===== src/cabbo_regs.svh =====
// Contract
// [RULE1] add acc and file, route by destination
// [RULE2] add with carry in, route by destination
// [RULE3] shift right, keep msb, lsb to carry
// [RULE4] clear chosen bit, flags untouched
// [RULE5] skip next when tested bit is zero
// [RULE6] pc gets pc plus one plus offset
// [RULE7] branch takes two cycles, flush next
// [RULE8] zero, carry, half carry from result
`ifndef CABBO_REGS_SVH
`define CABBO_REGS_SVH
`define CABBO_DATA_W 8
`define CABBO_PC_W 15
`define CABBO_OFS_W 9
`define CABBO_ADDR_W 7
`define CABBO_RESET_PC 15'h0000
`endif


===== src/cabbo_pkg.sv =====
package cabbo_pkg;
  typedef enum logic [2:0] {
    CABBO_OP_NONE,
    CABBO_OP_ADD,
    CABBO_OP_ADDC,
    CABBO_OP_ASR,
    CABBO_OP_BCLR,
    CABBO_OP_BTSZ,
    CABBO_OP_BRA
  } cabbo_op_type;
  typedef struct packed {
    cabbo_op_type op;
    logic dest_file;
    logic [6:0] addr;
    logic [2:0] bit_sel;
    logic [8:0] offset;
  } cabbo_instr_type;
  typedef struct packed {
    logic carry;
    logic half_carry_flag;
    logic zero;
  } cabbo_flags_type;
  typedef struct packed {
    logic [7:0] value;
    cabbo_flags_type flags;
    logic set_c;
    logic set_dc;
    logic set_z;
  } cabbo_alu_type;
endpackage


===== src/cabbo_alu.sv =====
`timescale 1ns/1ps
`include "cabbo_regs.svh"
module cabbo_alu (
  input wire cabbo_pkg::cabbo_op_type op_i,
  input wire logic [7:0] acc_i,
  input wire logic [7:0] file_i,
  input wire logic [2:0] bit_sel_i,
  input wire logic carry_i,
  output cabbo_pkg::cabbo_alu_type res_o
);
  logic [8:0] sum;
  logic [4:0] low;
  logic cin;
  always_comb begin
    res_o = '0;
    cin = (op_i == cabbo_pkg::CABBO_OP_ADDC) ? carry_i : 1'b0;
    sum = {1'b0, acc_i} + {1'b0, file_i} + {8'h00, cin};
    low = {1'b0, acc_i[3:0]} + {1'b0, file_i[3:0]} + {4'h0, cin};
    case (op_i)
      // [RULE1] plain add
      // [RULE2] carry in added
      cabbo_pkg::CABBO_OP_ADD, cabbo_pkg::CABBO_OP_ADDC: begin
        res_o.value = sum[7:0];
        // [RULE8] flags from sum
        res_o.flags.carry = sum[8];
        res_o.flags.half_carry_flag = low[4];
        res_o.set_c = 1'b1;
        res_o.set_dc = 1'b1;
        res_o.set_z = 1'b1;
      end
      // [RULE3] msb kept, lsb out
      cabbo_pkg::CABBO_OP_ASR: begin
        res_o.value = {file_i[7], file_i[7:1]};
        res_o.flags.carry = file_i[0];
        res_o.set_c = 1'b1;
        res_o.set_z = 1'b1;
      end
      // [RULE4] single bit cleared
      cabbo_pkg::CABBO_OP_BCLR: begin
        res_o.value = file_i & ~(8'h01 << bit_sel_i);
      end
      default: begin
        res_o.value = file_i;
      end
    endcase
    // [RULE8] zero from result
    res_o.flags.zero = (res_o.value == 8'h00);
  end
endmodule // cabbo_alu


===== src/cabbo_core.sv =====
`timescale 1ns/1ps
`include "cabbo_regs.svh"
module cabbo_core (
  input wire logic clk_i,
  input wire logic resetn_i,
  input wire logic instr_valid_i,
  input wire cabbo_pkg::cabbo_instr_type instr_i,
  input wire logic [7:0] file_rdata_i,
  input wire logic pc_load_i,
  input wire logic [14:0] pc_load_val_i,
  output logic [6:0] file_raddr_o,
  output logic file_we_o,
  output logic [6:0] file_waddr_o,
  output logic [7:0] file_wdata_o,
  output logic [7:0] acc_o,
  output cabbo_pkg::cabbo_flags_type flags_o,
  output logic [14:0] program_counter_o,
  output logic flush_o,
  output logic busy_o
);
  typedef struct packed {
    logic [7:0] acc;
    cabbo_pkg::cabbo_flags_type flags;
    logic [14:0] pc;
    logic flush;
    logic we;
    logic [6:0] waddr;
    logic [7:0] wdata;
  } cabbo_state_type;
  cabbo_state_type state_r;
  cabbo_state_type state_nxt;
  cabbo_pkg::cabbo_alu_type alu;
  logic [14:0] ofs_ext;
  logic take;
  cabbo_alu u_alu (
    .op_i(instr_i.op),
    .acc_i(state_r.acc),
    .file_i(file_rdata_i),
    .bit_sel_i(instr_i.bit_sel),
    .carry_i(state_r.flags.carry),
    .res_o(alu)
  );
  // [RULE6] sign extend offset
  assign ofs_ext = {{(`CABBO_PC_W - `CABBO_OFS_W){instr_i.offset[8]}}, instr_i.offset};
  // second cycle of a skip or branch executes as a no-op
  assign take = instr_valid_i && !state_r.flush;
  always_comb begin
    state_nxt = state_r;
    state_nxt.we = 1'b0;
    state_nxt.flush = 1'b0;
    if (pc_load_i) begin
      state_nxt.pc = pc_load_val_i;
    end else if (instr_valid_i) begin
      state_nxt.pc = state_r.pc + 15'h0001;
    end
    if (take) begin
      case (instr_i.op)
        cabbo_pkg::CABBO_OP_ADD, cabbo_pkg::CABBO_OP_ADDC,
        cabbo_pkg::CABBO_OP_ASR, cabbo_pkg::CABBO_OP_BCLR: begin
          if (alu.set_c) begin
            state_nxt.flags.carry = alu.flags.carry;
          end
          if (alu.set_dc) begin
            state_nxt.flags.half_carry_flag = alu.flags.half_carry_flag;
          end
          if (alu.set_z) begin
            state_nxt.flags.zero = alu.flags.zero;
          end
          // [RULE4] bit clear always to file
          if (instr_i.dest_file || instr_i.op == cabbo_pkg::CABBO_OP_BCLR) begin
            state_nxt.we = 1'b1;
            state_nxt.waddr = instr_i.addr;
            state_nxt.wdata = alu.value;
          end else begin
            state_nxt.acc = alu.value;
          end
        end
        // [RULE5] skip on zero bit
        cabbo_pkg::CABBO_OP_BTSZ: begin
          state_nxt.flush = ~file_rdata_i[instr_i.bit_sel];
        end
        // [RULE6] pc plus one plus k
        // [RULE7] flush fetched word
        cabbo_pkg::CABBO_OP_BRA: begin
          state_nxt.pc = state_r.pc + 15'h0001 + ofs_ext;
          state_nxt.flush = 1'b1;
        end
        default: begin
        end
      endcase
    end
  end
  always_ff @(posedge clk_i or negedge resetn_i) begin
    if (!resetn_i) begin
      state_r <= '0;
      state_r.pc <= `CABBO_RESET_PC;
    end else begin
      state_r <= state_nxt;
    end
  end
  assign file_raddr_o = instr_i.addr;
  assign file_we_o = state_r.we;
  assign file_waddr_o = state_r.waddr;
  assign file_wdata_o = state_r.wdata;
  assign acc_o = state_r.acc;
  assign flags_o = state_r.flags;
  assign program_counter_o = state_r.pc;
  assign flush_o = state_r.flush;
  assign busy_o = state_r.flush;
endmodule // cabbo_core


===== config.mk =====
export PLATFORM = sky130hd
export DESIGN_NAME = cabbo_core
export DESIGN_NICKNAME = d
export VERILOG_FILES = /design/src/cabbo_pkg.sv /design/src/cabbo_alu.sv /design/src/cabbo_core.sv
export VERILOG_INCLUDE_DIRS = /design/src
export SDC_FILE = /design/constraint.sdc
export NUM_CORES = 1
export LEC_CHECK = 0
export BUFFER_PORTS_ARGS = -buffer_cell sky130_fd_sc_hd__buf_2
export CAP_MARGIN = 25
export CORE_MARGIN = 2
export CORE_UTILIZATION = 45
export CTS_CLUSTER_DIAMETER = 80
export CTS_CLUSTER_SIZE = 30
export DETAILED_ROUTE_END_ITERATION = 16
export PLACE_DENSITY = 0.67
export SLEW_MARGIN = 20
export SYNTH_ARGS = -nofsm -noshare
export SYNTH_HDL_FRONTEND = slang
export SYNTH_SLANG_ARGS = --single-unit
export TNS_END_PERCENT = 20

===== constraint.sdc =====
create_clock -name clk_i -period 7.2 [get_ports clk_i]
set_input_delay 0 -clock clk_i [delete_from_list [all_inputs] [get_ports clk_i]]
set_output_delay 0 -clock clk_i [all_outputs]
set_load 0.02 [all_outputs]

=== Word-level counts from Yosys, hierarchy flattened ===
Cells that the tools add are included.

* Bits in registers: 43
* Input bits: 50
* Output and inout port bits: 51
* Word-level logic and storage cells: 53

* Add/subtract/negate cells: 6
* Order comparisons: 1
* Equal/unequal tests: 6
* Shifts and indexed selects: 1
* Multiplexer cells: 15
* Bitwise gates (word level): 4
* Reduce and logical (&&, ||, !) cells: 11

{| class="wikitable"
|+ Operators with widths
! operator !! number
|-
| $mux 15 || 3
|-
| $mux 16 || 2
|-
| $mux 32 || 1
|-
| $pmux 8 s3 || 1
|-
| $add 15x1->15 const B || 1
|-
| $add 15x15->15 || 1
|-
| $reduce_and 3->1 || 4
|-
| $add 8x8->9 || 1
|-
| $add 9x1->9 || 1
|-
| $eq 3x3->1 const B || 3
|-
| $and 8x8->8 || 1
|-
| $logic_not 8->1 || 1
|-
| $not 8->8 || 1
|-
| $shl 1x3->8 const A || 1
|-
| $eq 3x2->1 const B || 2
|-
| $add 4x4->5 || 1
|-
| $add 5x1->5 || 1
|-
| $mux 1 || 5
|-
| $lt 3x4->1 const B || 1
|-
| $pmux 1 s2 || 2
|-
| $reduce_or 4->1 || 1
|-
| $bmux 1 s3 || 1
|-
| $eq 3x1->1 const B || 1
|-
| $reduce_or 3->1 || 1
|-
| 5 further kinds || 6
|}

=== Longest topological paths before layout ===
* Depth in word-level cells: 7
* Mapped depth: 13
* Depth with buffers taken out: 13

=== By module ===
From an unflattened synthesis, not the netlist that was laid out.

* Cell total of the unflattened synthesis: 435
* Area, all modules: 3946.3 sq um

{| class="wikitable"
|+ By module, submodules not included
! module !! times used !! cells each !! area an instance (sq um)
|-
| cabbo_core || 1 || 322 || 3174.3
|-
| cabbo_alu || 1 || 113 || 772.0
|}

=== Worst setup path after synthesis ===
OpenSTA, ideal clock, no wires.

* Path kind: flip-flop to flip-flop
* From: register state_r, in the netlist program_counter_o[3]
* To: register state_r, in the netlist program_counter_o[14]
* Setup time: 125 ps
* Data arrival time: 2407 ps
* Data required time: 7075 ps
* Path slack: 4667 ps
* Stages on the path, launching flop included: 13
* Buffers on the path: 1
* Clock period less this slack: 2533 ps
* Cells stage by stage: dfrtp_1 buf_2 nand4_2 nor3_4 and3_2 xor2_1 ha_1 a21o_1 a21oi_1 o21ai_1 a21oi_1 xnor2_1 o21ai_1

{| class="wikitable"
|+ RTL lines
! item !! RTL line !! text
|-
| from (decl) || cabbo_core.sv:30 || <nowiki>cabbo_state_type state_r;</nowiki>
|-
| from (signal assigned) || cabbo_core.sv:98 || <nowiki>state_r <= state_nxt;</nowiki>
|}

==> out/metrics.cfg <==
[cells_and_area]
stdcell_area_mm2=0.004431
fin_nets=598
drive_gt1_share_pct=27.15
fill_cells=777
multiInputGateArea_mm2=0.002431
antennaDiodeCount=0
regArea_mm2=0.001076
syn_to_final_growth_pct=18.83

[critical_path]
startpoint_type=flip-flop
arrival_ns=2.94
cp-end-kind=flip-flop
cp_max_fo=9
setup.worst_path.class=flip-flop to flip-flop
worst_ep_required_time_ns=7.35

[drt]
wl_per_cell_um=15.64
routed_wl_um=9821
vias=3530
dr.pass1.iters=5
viasPerCell=5.621
drtAntennaViolNets=0
drc=0
drtIter0Drc=186

[placement]
pre_cts_ws_ns=4.470
dp_hpwl_um=7378
portBuffers=100
routabilityCongestion=0.9957
place_area_mm2=0.004192

[grt]
met2_usage_pct=35.58
antenna_found_initial=0
grt-ovfl-total=0
grt_max_degree=44
top_usage_layer=met2
grt_pass1_wl_um=15800
grtUsageTotal_pct=22.13
grt_use_met1_pct=31.82
first_global_vias=3164
gr-usage-met3_pct=3.004

[logic_synthesis]
synth.distinct_cells=64
async_flop_share_pct=100.0
ys.flop_type=dfrtp_1
ys_warn_count=0
syn-instance-count=430
synth_edf_count=0
yosys.area.top_type=dfrtp_1
synth_area_leaders=dfrtp_1 29%, ha_1 7.4%, a21oi_1 6.6%
synth.avg_cell_area_um2=8.671
synth_top_area_share_pct=28.86
yosysSeqAreaShare_pct=28.86
ys_ff_latch=43
syn-cell-area_mm2=0.003729
synth_nets=505

[hold_path]
hold_class=input port to flip-flop

[clocking]
clock_latency_ns=0.30
htree_levels=2
cts_tree=done
cts.sinks=43
clk_pin_slew_ns=0.09
cts_made_buffers=5
clock-root-buffer=clkbuf_8
post-cts-setup-buffers=0
clockBufferDepth=2

[pwr]
ir_drop_mv=0.1204
leakagePower_nw=2.022
power_mw=1.058
pwr_density_cell_mw_per_mm2=238.9

[sta]
max_freq_ghz=0.3588
fin_skew_ns=0.01071
timing.final.crit_share_pct=38.71
setup_ws_ns=4.413
rsz0062_at_grt=false
setup_viol_count_final=0
final_max_slew_viol_count=0
slew_headroom_pct=38.25
tightest_slew_ns=0.9221
worst_hold_slack_ns=0.01830
fin_crit_ns=2.787
setup_tns_ns=0
hold_viol=0

[floorplanning]
die_h_um=95.03
initial_utilization_pct=45.84
num_rows=33
dieArea_mm2=0.009030
ios=101
die_x_um=95.03
core_area_mm2=0.008134

[run]
max_cap_violations=0

[outcome]
status=finished clean

-- through the flow --
stage	utilization, %	std cells
finish	54.47	628
global route	54.47	628
CTS	54.44	628
detailed placement	51.53	608
global placement	51.53	608
floorplan	-	430
-- Yosys cell counts, types with 9 or more instances --
cell     number
a21oi_1      49
dfrtp_1      43
nor2_1       37
nand2_1      31
xnor2_1      23
ha_1         22
o21ai_0      19
nand3_1      18
xor2_1       18
o21ai_1      14
buf_4        12
mux2i_1      10
buf_2         9
inv_1         9
-- layout make-up --
| cell class | count | area share [%] |
|---|---|---|
| clock buffer | 5 | 1.553 |
| clock inverter | 2 | 0.8472 |
| inverter | 14 | 1.186 |
| multi-input combinational | 346 | 54.87 |
| sequential | 43 | 24.29 |
| tap | 105 | 2.965 |
| timing repair buffer | 113 | 14.29 |
-- metal layers --
metal | part of all wire (%) | up-vias
li1 | - | 1724
met4 | 1.1 | 0
met2 | 47 | 130
met1 | 46 | 1666
met5 | 0 | -
met3 | 5.7 | 10
-- sequential cells by signal (all words and copies together), names as in the netlist --
signal / count
file_waddr_o: 7
busy_o: 1
flags_o: 3
file_wdata_o: 8
file_we_o: 1
program_counter_o: 15
acc_o: 8
-- power breakdown --
part           switching [mW]  internal (mW)
Clock                  0.0900          0.102
Sequential             0.0524          0.292
Combinational           0.304          0.218
Total                   0.447          0.612
-- worst paths after layout --
| kind | depth (start not counted) | endpoint | slack [ns] | startpoint |
|---|---|---|---|---|
| setup / recovery | 11 | program_counter_o[12] | 4.41 | program_counter_o[2] |
| hold / removal | 5 | program_counter_o[6] | 0.02 | pc_load_val_i[6] |
| setup reg to reg | 11 | program_counter_o[12] | 4.41 | program_counter_o[2] |
| hold reg to reg | 1 | file_waddr_o[6] | 0.49 | file_waddr_o[6] |
| max in group asynchronous | 2 | program_counter_o[10] | 6.54 | resetn_i |
| min in group asynchronous | 2 | program_counter_o[0] | 0.26 | resetn_i |
-- timing repair --
action / in CTS / in global routing
resized for setup: 0 / 0
hold buffers: 13 / 0
endpoints found under the hold margin: 55 / 0
-- kinds of logic (layout without fill, tap and decap cells) --
family	Yosys count	after routing	share of synthesized area, %
xor gates and xnor gates	41	41	9.631
muxes	24	24	7.718
adders and majority gates	25	25	8.993
DFF	43	43	28.86
AOI/OAI and AO/OA	124	124	20.27
and+or+nand+nor	132	132	18.59
buffers and inverters	41	134	5.940
-- layout by cell type, fill, tap and decap left out, drive strengths merged, types with 10 or more instances in the layout --
| cell type | n |
|---|---|
| a21oi | 50 |
| buf | 100 |
| dfrtp | 43 |
| dlygate4sd3 | 13 |
| ha | 22 |
| inv | 14 |
| mux2 | 12 |
| mux2i | 10 |
| nand2 | 34 |
| nand3 | 18 |
| nor2 | 43 |
| o21ai | 34 |
| xnor2 | 23 |
| xor2 | 18 |
-- critical path: stages, from the launching register on --
cell      delay [ns]
dfrtp_1         0.54
nand4_2         0.21
nor3_4          0.26
xor2_1          0.17
ha_1            0.30
a21oi_1         0.17
o21ai_0         0.12
a21oi_1         0.33
o21bai_1        0.10
a21oi_1         0.18
xor2_1          0.16
mux2i_1         0.08
(Power assumes the default switching activity.)
